## src/shared/power_seq_pkg.sv

```systemverilog
// Purpose: constants and types shared by the power mode sequencer
// Assumes: 20 MHz system clock
// Notes:   times are kept in their printed unit, cycle counts derive from them
package power_seq_pkg;

  localparam int unsigned CLK_HZ            = 20_000_000;
  localparam int unsigned TICK_US           = 1000;
  localparam int unsigned TICK_CYCLES       = CLK_HZ / 1_000_000 * TICK_US;
  localparam int unsigned IGN_MIN_MS        = 300;
  localparam int unsigned RST_MIN_MS        = 200;
  localparam int unsigned RST_OFF_MS        = 8000;
  localparam int unsigned BOOT_MS           = 50;
  localparam int unsigned MS_W              = 14;

  typedef enum logic [2:0] {
    MODE_DOWN    = 3'b000,
    MODE_BOOT    = 3'b001,
    MODE_IDLE    = 3'b010,
    MODE_SLEEP   = 3'b011,
    MODE_ACTIVE  = 3'b100,
    MODE_AIRPLANE = 3'b101,
    MODE_RESET   = 3'b110
  } mode_t;

  typedef struct packed {
    logic call_active;
    logic data_active;
    logic usb_suspended;
    logic usb_present;
    logic port_active;
    logic power_save_en;
    logic airplane_req;
  } activity_t;

  typedef struct packed {
    logic clear_to_send;
    logic data_set_ready;
    logic ring_indicator;
  } port_lines_t;

endpackage : power_seq_pkg

```

## src/hdl/low_timer.sv

```systemverilog
// Purpose: millisecond count of how long a synchronised active-low line stays low
// Assumes: tick is a one-cycle enable every millisecond
// Notes:   the count saturates and clears as soon as the line is high
`timescale 1ns/1ps
module low_timer #(
  parameter int unsigned W = 14
) (
  input  wire logic         clk,      // system clock
  input  wire logic         reset,    // synchronous reset
  input  wire logic         tick,     // millisecond enable
  input  wire logic         line_n,   // synchronised line, low active
  output logic [W-1:0]      ms        // low time in ms
);
  always_ff @(posedge clk) begin
    if (reset || line_n) begin
      ms <= '0;
    end else if (tick && ms != {W{1'b1}}) begin
      ms <= ms + 1'b1;
    end
  end
endmodule : low_timer

```

## src/hdl/module_power_mode_sequencer.sv

```systemverilog
// Purpose: operating mode and restart sequencer of a cellular modem module
// Assumes: 20 MHz clock, pins asynchronous, supervisors report faults as levels
// Notes:   ignition and emergency reset low times measured on a 1 ms tick
`timescale 1ns/1ps
module module_power_mode_sequencer
  import power_seq_pkg::*;
#(
  parameter int unsigned TICK_CYC = TICK_CYCLES
) (
  input  wire logic                       clk,                // system clock
  input  wire logic                       reset,              // synchronous reset
  input  wire logic                       power_on_trigger_n, // ignition pin
  input  wire logic                       emergency_reset_n,  // emergency reset pin
  input  wire logic                       main_supply,        // supply present
  input  wire logic                       fault,              // voltage/temp fault
  input  wire power_seq_pkg::activity_t   activity,           // link activity
  input  wire logic                       restart_cmd,        // restart command pulse
  input  wire logic                       init_done,          // firmware init done
  output power_seq_pkg::mode_t            mode,               // current mode
  output logic                            core_reset,         // processor held reset
  output logic                            rtc_only,           // only rtc regulator on
  output logic                            radio_on,           // radio enabled
  output logic                            radio_cmd_reject,   // refuse radio commands
  output logic                            volatile_clear,     // wipe volatile state
  output power_seq_pkg::port_lines_t      port_lines          // primary port lines
);
  import power_seq_pkg::*;

  // ----------------------------------------------------------------
  // pin synchronisers and millisecond tick
  // ----------------------------------------------------------------
  logic [2:0]             ign_sync;
  logic [2:0]             rst_sync;
  logic                   ign_n;
  logic                   erst_n;
  logic [$clog2(TICK_CYC)-1:0] tick_cnt;
  logic                   tick;
  logic [MS_W-1:0]        ign_ms;
  logic [MS_W-1:0]        rst_ms;
  logic [MS_W-1:0]        boot_ms;
  logic                   rst_fired;
  mode_t                  next_mode;

  always_ff @(posedge clk) begin
    if (reset) begin
      ign_sync <= 3'h7;
      rst_sync <= 3'h7;
    end else begin
      ign_sync <= {ign_sync[1:0], power_on_trigger_n};
      rst_sync <= {rst_sync[1:0], emergency_reset_n};
    end
  end

  // a change counts only once stages two and three agree
  always_ff @(posedge clk) begin
    if (reset) begin
      ign_n  <= 1'b1;
      erst_n <= 1'b1;
    end else begin
      if (ign_sync[1] == ign_sync[2]) begin
        ign_n <= ign_sync[2];
      end
      if (rst_sync[1] == rst_sync[2]) begin
        erst_n <= rst_sync[2];
      end
    end
  end

  // free-running, never stopped by mode changes
  always_ff @(posedge clk) begin
    if (reset) begin
      tick_cnt <= '0;
      tick     <= 1'b0;
    end else if (tick_cnt == $bits(tick_cnt)'(TICK_CYC - 1)) begin
      tick_cnt <= '0;
      tick     <= 1'b1;
    end else begin
      tick_cnt <= tick_cnt + 1'b1;
      tick     <= 1'b0;
    end
  end

  // ----------------------------------------------------------------
  // low duration timers
  // ----------------------------------------------------------------
  low_timer #(.W(MS_W)) ign_timer (
    .clk    (clk),
    .reset  (reset),
    .tick   (tick),
    .line_n (ign_n),
    .ms     (ign_ms)
  );

  low_timer #(.W(MS_W)) rst_timer (
    .clk    (clk),
    .reset  (reset),
    .tick   (tick),
    .line_n (erst_n),
    .ms     (rst_ms)
  );

  // a held reset restarts again once boot has begun; the flag only spaces restarts
  always_ff @(posedge clk) begin
    if (reset || erst_n) begin
      rst_fired <= 1'b0;
    end else if (mode == MODE_RESET) begin
      rst_fired <= 1'b1;
    end else if (mode == MODE_BOOT) begin
      rst_fired <= 1'b0;
    end
  end

  always_ff @(posedge clk) begin
    if (reset || mode != MODE_BOOT) begin
      boot_ms <= '0;
    end else if (tick && boot_ms != {MS_W{1'b1}}) begin
      boot_ms <= boot_ms + 1'b1;
    end
  end

  // ----------------------------------------------------------------
  // mode sequencing
  // ----------------------------------------------------------------
  function automatic mode_t run_mode(input activity_t a);
    if (a.airplane_req) begin
      run_mode = MODE_AIRPLANE;
    end else if (a.call_active || a.data_active) begin
      run_mode = MODE_ACTIVE;
    end else if (a.power_save_en && (a.usb_suspended || !a.usb_present)
                 && !a.port_active) begin
      run_mode = MODE_SLEEP;
    end else begin
      run_mode = MODE_IDLE;
    end
  endfunction : run_mode

  logic running;
  assign running = (mode != MODE_DOWN) && (mode != MODE_RESET);

  always_comb begin
    next_mode = mode;
    if (!main_supply) begin
      next_mode = MODE_DOWN;
    end else if (running && rst_ms > MS_W'(RST_OFF_MS)) begin
      next_mode = MODE_DOWN;
    end else if (running && !rst_fired && rst_ms > MS_W'(RST_MIN_MS)) begin
      next_mode = MODE_RESET;
    end else if (running && fault) begin
      next_mode = MODE_DOWN;
    end else begin
      unique case (mode)
        MODE_DOWN: begin
          // level triggered: a line tied low restarts with no edge
          if (!ign_n && ign_ms > MS_W'(IGN_MIN_MS) && erst_n) begin
            next_mode = MODE_BOOT;
          end
        end
        MODE_RESET: begin
          next_mode = MODE_BOOT;
        end
        MODE_BOOT: begin
          if (boot_ms >= MS_W'(BOOT_MS) && init_done) begin
            next_mode = run_mode(activity);
          end
        end
        MODE_IDLE, MODE_SLEEP, MODE_ACTIVE, MODE_AIRPLANE: begin
          if (restart_cmd) begin
            next_mode = MODE_RESET;
          end else begin
            next_mode = run_mode(activity);
          end
        end
        default: next_mode = MODE_DOWN;
      endcase
    end
  end

  always_ff @(posedge clk) begin
    if (reset) begin
      mode <= MODE_DOWN;
    end else begin
      mode <= next_mode;
    end
  end

  // ----------------------------------------------------------------
  // outputs, all registered
  // ----------------------------------------------------------------
  always_ff @(posedge clk) begin
    if (reset) begin
      core_reset       <= 1'b1;
      rtc_only         <= 1'b1;
      radio_on         <= 1'b0;
      radio_cmd_reject <= 1'b1;
      volatile_clear   <= 1'b1;
      port_lines       <= 3'h7;
    end else begin
      core_reset       <= (next_mode == MODE_DOWN) || (next_mode == MODE_RESET);
      rtc_only         <= (next_mode == MODE_DOWN);
      radio_on         <= (next_mode == MODE_IDLE) || (next_mode == MODE_SLEEP)
                          || (next_mode == MODE_ACTIVE);
      radio_cmd_reject <= (next_mode == MODE_AIRPLANE) || (next_mode == MODE_DOWN);
      volatile_clear   <= (next_mode == MODE_RESET) || (next_mode == MODE_DOWN);
      // lines stay high through reset and boot; low marks firmware ready
      port_lines       <= (next_mode == MODE_DOWN || next_mode == MODE_RESET
                           || next_mode == MODE_BOOT) ? 3'h7 : 3'h0;
    end
  end
endmodule : module_power_mode_sequencer

```

## config.mk

```make
export PLATFORM = sky130hd
export DESIGN_NAME = module_power_mode_sequencer
export DESIGN_NICKNAME = d
export VERILOG_FILES = /design/src/shared/power_seq_pkg.sv /design/src/hdl/low_timer.sv /design/src/hdl/module_power_mode_sequencer.sv
export SDC_FILE = /design/constraint.sdc
export NUM_CORES = 1
export LEC_CHECK = 0
export ABC_AREA = 1
export BUFFER_PORTS_ARGS = -buffer_cell sky130_fd_sc_hd__buf_2
export CAP_MARGIN = 0
export CORE_ASPECT_RATIO = 0.9
export CORE_MARGIN = 5
export CORE_UTILIZATION = 60
export CTS_BUF_LIST = sky130_fd_sc_hd__clkbuf_8
export CTS_CLUSTER_SIZE = 40
export DETAILED_ROUTE_END_ITERATION = 6
export PLACE_DENSITY = 0.84
export SYNTH_ARGS = -nofsm -noshare
export SYNTH_HDL_FRONTEND = slang
export SYNTH_SLANG_ARGS = --single-unit
```

## constraint.sdc

```tcl
create_clock -name clk -period 2.1 [get_ports clk]
set_clock_uncertainty 0.15 [all_clocks]
set_input_delay 0.315 -clock clk [delete_from_list [all_inputs] [get_ports clk]]
set_output_delay 0.315 -clock clk [all_outputs]
set_load 0.02 [all_outputs]
```

# Word-level counts from Yosys, hierarchy flattened
# Index checks and enable logic that the tools add are counted.
# Widths: inputs -> output; s select.
word_totals:
  reg_bits: 77
  in_bits: 15
  output_inout_bits: 11
  elab_cells: 94
op_classes:
  addsub: 4
  order_cmp: 4
  n_eq_ne: 20
  muxes: 15
  n_reduce_logical: 33
op_table:
  columns: ["operator", "n"]
  rows:
  - ["$add 14x1->14 const B", 3]
  - ["$ne 14x14->1 const B", 3]
  - ["$mux 3", 10]
  - ["$eq 3x3->1 const B", 6]
  - ["$add 15x1->15 const B", 1]
  - ["$eq 15x15->1 const B", 1]
  - ["$ge 14x6->1 const B", 1]
  - ["$gt 14x13->1 const B", 1]
  - ["$gt 14x8->1 const B", 1]
  - ["$gt 14x9->1 const B", 1]
  - ["$logic_and 1x1->1", 13]
  - ["$eq 3x2->1 const B", 4]
  - ["$pmux 3 s4", 1]
  - ["$logic_or 1x1->1", 10]
  - ["$eq 3x1->1 const B", 2]
  - ["$logic_not 3->1", 2]
  - ["$logic_not 1->1", 4]
  - ["$mux 1", 4]
  - ["$reduce_or 4->1", 1]
  - ["$ne 3x1->1 const B", 1]
  - ["$ne 3x3->1 const B", 1]
  - ["$reduce_bool 3->1", 1]
  - ["$eq 1x1->1", 2]
  - ["$reduce_bool 2->1", 1]
  - ["$reduce_or 2->1", 1]

# Longest topological paths before layout
logic_depth:
  depth_word: 17
  mapped_depth: 14
  ltp_nobuf: 14

# Hierarchy
# A second synthesis with hierarchy kept.
unflattened:
  cells_unflattened: 626
  hier_area_um2: 4107.7
modules_own_cells:
  columns: ["mod", "instances", "cells_per_inst", "area_per_inst_um2", "seq_area_each_um2"]
  rows:
  - ["module_power_mode_sequencer", 1, 356, 2396.0, 940.9]
  - ["low_timer", 2, 135, 855.8, 280.3]

# Worst setup path after synthesis
# OpenSTA, ideal clock, no wires.
synth_timing:
  path_kind: "register to register"
  from: "register mode[2]"
  to: "register radio_cmd_reject"
  setup_ns: 0.125
  arrival_ns: 1.405
  t_required_ns: 1.825
  slack_ns: 0.420
  stages_incl_launch_ff: 11
  n_path_buf: 0
  period_less_slack_ns: 1.680
  cell_sequence: "dfxtp_1 nand2_1 inv_2 nand2_1 nand2_1 inv_1 o21ai_0 a21boi_2 nand3_1 nand3_1 nand3_1"
synth_between:
  elab_chain_len: 9
  word_cells_on_any_way: 25
  classes_between: "eq/ne (8); mux (7); reduce/logical (10)"
synth_lines:
  columns: ["element", "line", "source"]
  rows:
  - ["start, declared", "module_power_mode_sequencer.sv:19", "output power_seq_pkg::mode_t mode,"]
  - ["start signal, assigned", "module_power_mode_sequencer.sv:182", "mode <= next_mode;"]
  - ["$eq 3x2->1 (tied with other cells)", "module_power_mode_sequencer.sv:151", "unique case (mode)"]
  - ["$reduce_or 4->1 or $logic_and 1x1->1 (tied branches)", "module_power_mode_sequencer.sv:151, module_power_mode_sequencer.sv:138", null]
  - ["$pmux 3 s4 (tied with other cells)", "module_power_mode_sequencer.sv:151", null]
  - ["$mux 3 or $logic_and 1x1->1 (tied branches)", "module_power_mode_sequencer.sv:148, module_power_mode_sequencer.sv:146", null]
  - ["$mux 3", "module_power_mode_sequencer.sv:146", "end else if (running && !rst_fired && rst_ms > MS_W'(RST_MIN_MS)) begin"]
  - ["$mux 3 (*)", "module_power_mode_sequencer.sv:144", "end else if (running && rst_ms > MS_W'(RST_OFF_MS)) begin"]
  - ["$mux 3 (*)", "module_power_mode_sequencer.sv:142", "if (!main_supply) begin"]
  - ["$eq 3x3->1 or $logic_not 3->1 (tied branches)", "module_power_mode_sequencer.sv:202", "radio_cmd_reject <= (next_mode == MODE_AIRPLANE) || (next_mode == MODE_DOWN);"]
  - ["$logic_or 1x1->1 (*)", "module_power_mode_sequencer.sv:202", null]
  - ["end signal, assigned", "module_power_mode_sequencer.sv:202", null]
  - ["end, declared", "module_power_mode_sequencer.sv:23", "output logic radio_cmd_reject,"]
# Mark *: on every way between the ends. The rest lies on a longest branch, timed or not.
# A chain may end at the register's enable or synchronous reset.

# Final worst setup path
layout_timing:
  from: "register ign_timer.ms[0]"
  to: "register ign_timer.ms[4]"
layout_between:
  elab_chain_len: 2
  word_cells_on_any_way: 3
  classes_between: "add/sub (1); eq/ne (1); reduce/logical (1)"
layout_lines:
  columns: ["element", "line", "source"]
  rows:
  - ["start, declared", "low_timer.sv:12", "output logic [W-1:0] ms"]
  - ["start signal, assigned", "low_timer.sv:18", "ms <= ms + 1'b1;"]
  - ["branches (longest 2 deep; another with $add 14x1->14)", null, null]
# Several ways; the timed one is not identified.

==> flow_summary.html <==
<table>
<tr><th>Metric</th><th>Value</th></tr>
<tr><th colspan="2">Run</th></tr>
<tr><td># Max-Cap Violations</td><td>0</td></tr>
<tr><th colspan="2">Timing</th></tr>
<tr><td>RSZ-0062 raised after global routing</td><td>no</td></tr>
<tr><td>Final clock period utilization by the worst path</td><td>0.9156</td></tr>
<tr><td>Final Setup Violations</td><td>0</td></tr>
<tr><td>Setup ws final</td><td>0.1773 ns</td></tr>
<tr><td>Final Max Tran Viols</td><td>0</td></tr>
<tr><td>Min Hold Slack</td><td>0.1389 ns</td></tr>
<tr><td>Period minus WS final</td><td>1.923 ns</td></tr>
<tr><td>Setup TNS</td><td>0 ns</td></tr>
<tr><td>Maximum clock rate</td><td>520.1 MHz</td></tr>
<tr><td>Number of failing hold endpoints at the final stage</td><td>0</td></tr>
<tr><td>Worst relative slew slack</td><td>0.7335</td></tr>
<tr><td>Least-Margin Pin Slew</td><td>0.3956 ns</td></tr>
<tr><th colspan="2">Placed design</th></tr>
<tr><td>Cell count after placement</td><td>678</td></tr>
<tr><td>Routability Congestion</td><td>0.9565</td></tr>
<tr><td>Port bufs</td><td>25</td></tr>
<tr><td>Setup slack at placement</td><td>0.2206 ns</td></tr>
<tr><td>Standard cell area after detailed placement</td><td>0.004113 mm2</td></tr>
<tr><td>Post-DP HPWL</td><td>6230 um</td></tr>
<tr><th colspan="2">Cells and area</th></tr>
<tr><td>Design Area, Final</td><td>0.004354 mm2</td></tr>
<tr><td>Final core occ</td><td>0.7005</td></tr>
<tr><td>Number of nets in the final layout</td><td>626</td></tr>
<tr><td>Layout Area Growth over Synthesis</td><td>11.86%</td></tr>
<tr><td>Antenna cells</td><td>0</td></tr>
<tr><td>Filler-free cell count of the finished design</td><td>695</td></tr>
<tr><td>Storage element area</td><td>0.001501 mm2</td></tr>
<tr><td>Area used by multi-input combinational logic</td><td>0.002021 mm2</td></tr>
<tr><td>Filler cell count in the final layout</td><td>529</td></tr>
<tr><td>Fraction of final layout cells sized beyond drive strength 1</td><td>0.1283</td></tr>
<tr><th colspan="2">Critical path</th></tr>
<tr><td>Kind of end point of the critical path</td><td>register</td></tr>
<tr><td>Startpoint of the most critical setup path</td><td>ign_timer.ms[0]</td></tr>
<tr><td>Startpoint type of the worst setup path</td><td>register</td></tr>
<tr><td>Worst EP required</td><td>2.23 ns</td></tr>
<tr><td>Worst path cell trace</td><td>ha_1, nand2_2, nor2_2, nand3_2, and2_4, clkinv_1, o21ai_0, nand2_1, nor2_1</td></tr>
<tr><td>Arrival @ worst endpoint</td><td>2.05 ns</td></tr>
<tr><td>Worst-case reg-to-reg path depth</td><td>9</td></tr>
<tr><td>Crit path max fanout</td><td>11</td></tr>
<tr><td>Worst flop-to-flop path startpoint</td><td>ign_timer.ms[0]</td></tr>
<tr><td>Critical path class</td><td>register to register</td></tr>
<tr><td>Slowest cell on crit path</td><td>sky130_fd_sc_hd__dfxtp_1</td></tr>
<tr><td>Delay of the slowest critical-path stage</td><td>0.36 ns</td></tr>
<tr><th colspan="2">Floorplanning</th></tr>
<tr><td>Initial cell density of the core</td><td>0.6262</td></tr>
<tr><td>Overall die height</td><td>86.41 um</td></tr>
<tr><td>Die Footprint</td><td>0.008200 mm2</td></tr>
<tr><td>Die width</td><td>94.90 um</td></tr>
<tr><td>Total number of placement rows</td><td>27</td></tr>
<tr><td>Top Ports</td><td>26</td></tr>
<tr><td>Core outline area</td><td>0.006216 mm2</td></tr>
<tr><th colspan="2">Global routing</th></tr>
<tr><td>Tot GR Track Use</td><td>0.2187</td></tr>
<tr><td>Via count of the first global-routing pass</td><td>3503</td></tr>
<tr><td>Antenna violations before repair</td><td>0</td></tr>
<tr><td>Largest net degree at the start of global routing</td><td>13</td></tr>
<tr><td>Wire length of the first global-routing pass</td><td>14570 um</td></tr>
<tr><td>Final global-route overflow total</td><td>0</td></tr>
<tr><th colspan="2">Clock tree</th></tr>
<tr><td>Clock-pin transition on the worst setup and hold timing paths</td><td>0.07 ns</td></tr>
<tr><td>Buffers from clock root to sink, at most</td><td>2</td></tr>
<tr><td>Clock tree from TritonCTS</td><td>done</td></tr>
<tr><td>Insertion delay to the later sink of the worst-skew pair</td><td>0.34 ns</td></tr>
<tr><td>CTS Root Buffer Type</td><td>sky130_fd_sc_hd__clkbuf_8</td></tr>
<tr><td>Num Clock Sinks</td><td>75</td></tr>
<tr><td>Number of setup buffers added after CTS</td><td>0</td></tr>
<tr><td>Clock buffer count from CTS</td><td>9</td></tr>
<tr><td>H-tree levels</td><td>3</td></tr>
<tr><th colspan="2">Min path</th></tr>
<tr><td>Hold depth</td><td>2</td></tr>
<tr><td>Hold path startpoint</td><td>reset</td></tr>
<tr><td>Classification of the worst-slack hold path</td><td>input port to register</td></tr>
<tr><th colspan="2">Logic synthesis</th></tr>
<tr><td>Proportion of netlist area held by the largest area contributor</td><td>0.3857</td></tr>
<tr><td>Number of synthesized flops with an enable pin</td><td>0</td></tr>
<tr><td>Synth async-reset ratio</td><td>0</td></tr>
<tr><td>Adder-cell area share of the yosys netlist</td><td>0.02250</td></tr>
<tr><td>Synthesized-area fraction occupied by and/or/nand/nor cells</td><td>0.3491</td></tr>
<tr><td>Flip-flop and latch count after synthesis</td><td>75</td></tr>
<tr><td>Unique cell type count in the Yosys netlist</td><td>46</td></tr>
<tr><td>Top cell type by total area after synthesis</td><td>sky130_fd_sc_hd__dfxtp_1</td></tr>
<tr><td>Biggest area contributors in the synthesized netlist</td><td>sky130_fd_sc_hd__dfxtp_1 39%, sky130_fd_sc_hd__nand2_1 13%, sky130_fd_sc_hd__inv_1 7.5%, sky130_fd_sc_hd__nor2_1 6.0%, sky130_fd_sc_hd__a21oi_1 5.7%</td></tr>
<tr><td>Post-synthesis share of cell area spent on xor and xnor gates</td><td>0.02700</td></tr>
<tr><td>Portion of netlist area occupied by mux cells</td><td>0</td></tr>
<tr><td>Post-Syn Instances</td><td>568</td></tr>
<tr><td>Cell with the most instances after synthesis</td><td>sky130_fd_sc_hd__nand2_1</td></tr>
<tr><td>Post-synth top cells</td><td>132 x sky130_fd_sc_hd__nand2_1, 78 x sky130_fd_sc_hd__inv_1, 75 x sky130_fd_sc_hd__dfxtp_1</td></tr>
<tr><td>Warnings from Yosys</td><td>0</td></tr>
<tr><td>Cell Area, Synth</td><td>0.003892 mm2</td></tr>
<tr><td>Portion of the post-synthesis area used by sequential elements</td><td>0.3857</td></tr>
<tr><td>Largest family of logic cells by synthesized area</td><td>simple AND/OR/NAND/NOR gates</td></tr>
<tr><td>Mean Syn Cell Area</td><td>6.853 um2</td></tr>
<tr><td>Share of the synthesized area in compound gates (AO/OA/AOI/OAI)</td><td>0.1170</td></tr>
<tr><td>Ys flop type</td><td>sky130_fd_sc_hd__dfxtp_1</td></tr>
<tr><td>Syn_nets</td><td>590</td></tr>
<tr><th colspan="2">Route</th></tr>
<tr><td>Routed vias</td><td>3719</td></tr>
<tr><td>Post-detailed-route DRC marker count</td><td>0</td></tr>
<tr><td>Routed wire length per instance</td><td>12.37 um</td></tr>
<tr><td>Final antenna-violating net count</td><td>0</td></tr>
<tr><td>Total routed wirelength</td><td>8599 um</td></tr>
<tr><td>First-pass DRT Iterations</td><td>5</td></tr>
<tr><td>Drt via density</td><td>5.351</td></tr>
<tr><td>DR iter-0 viols</td><td>187</td></tr>
<tr><th colspan="2">Pwr</th></tr>
<tr><td>Post-layout total power</td><td>2.640 mW</td></tr>
<tr><td>PwrDens</td><td>606.3 mW/mm2</td></tr>
<tr><td>Leakage Power</td><td>1.709 nW</td></tr>
<tr><td>VDD IR max</td><td>503.4 uV</td></tr>
<tr><th colspan="2">Status</th></tr>
<tr><td>Status</td><td>complete, no violations</td></tr>
</table>
[report_power, final]
group | switching (mW) | internal [mW] | leakage, nW | total, mW
Sequential | 0.00413 | 1.43 | 0.606 | 1.43
Combinational | 0.0277 | 0.0230 | 0.995 | 0.0507
Clock | 0.499 | 0.656 | 0.108 | 1.15
[final timing paths]
path	endpoint	slack (ns)
worst min-delay path	tick	0.14
worst max-delay path	ign_timer.ms[4]	0.18
worst min register to register	ign_sync[1]	0.27
worst max register to register	ign_timer.ms[4]	0.18
[cell type report]
type,instances,area share
multi-input cells,398,0.4641
flip-flops and latches,75,0.3448
inverters,88,0.07644
repair buffers,32,0.04195
clock buffers,9,0.02845
well taps,87,0.02500
clock inverters,6,0.01925
[placed cells by master (no fill, tap or decap), drive strengths merged, types with 4 or more instances in the layout]
cell type / instances
a21oi: 45
buf: 30
clkbuf: 9
dfxtp: 75
ha: 7
inv: 89
nand2: 137
nand3: 41
nand4: 11
nor2: 64
nor3: 20
nor3b: 5
nor4: 4
o21ai: 27
or2: 7
xnor2: 4
xor2: 8
[worst max-delay path, delay by kind of cell, from the launching register on]
| family | cells | cell delay [ns] |
|---|---|---|
| fa+ha+maj | 1 | 0.27 |
| compound gates | 1 | 0.21 |
| simple gates | 6 | 0.64 |
| buf+inv | 1 | 0.24 |
| flops | 1 | 0.36 |
[timing repair]
action,CTS,global route
hold buffers,2,0
endpoints found under the hold margin,2,0
resized for setup,0,3
setup endpoints to repair,0,2
[state kept, by name, summed over array words and instances, names as in the netlist, 3 cells and up]
register and count:
ign_timer.ms 14, tick_cnt 15, mode 3, boot_ms 14, rst_sync 3, rst_timer.ms 14
ign_sync 3
[per-layer routing]
metal / GRT usage / share of wire
met4: 0.07995 / 0.020
met3: 0.06163 / 0.060
met2: 0.3784 / 0.49
met5: 0 / 0
met1: 0.2574 / 0.43
[kinds of logic (layout without fill, tap and decap cells)]
kind of cell | count (synthesis) | count (layout)
flops | 75 | 75
compound gates | 84 | 84
buf+inv | 95 | 135
xor+xnor | 12 | 12
fa+ha+maj | 7 | 7
simple gates | 295 | 295
No activity file was read; power rests on OpenSTA's default activity.
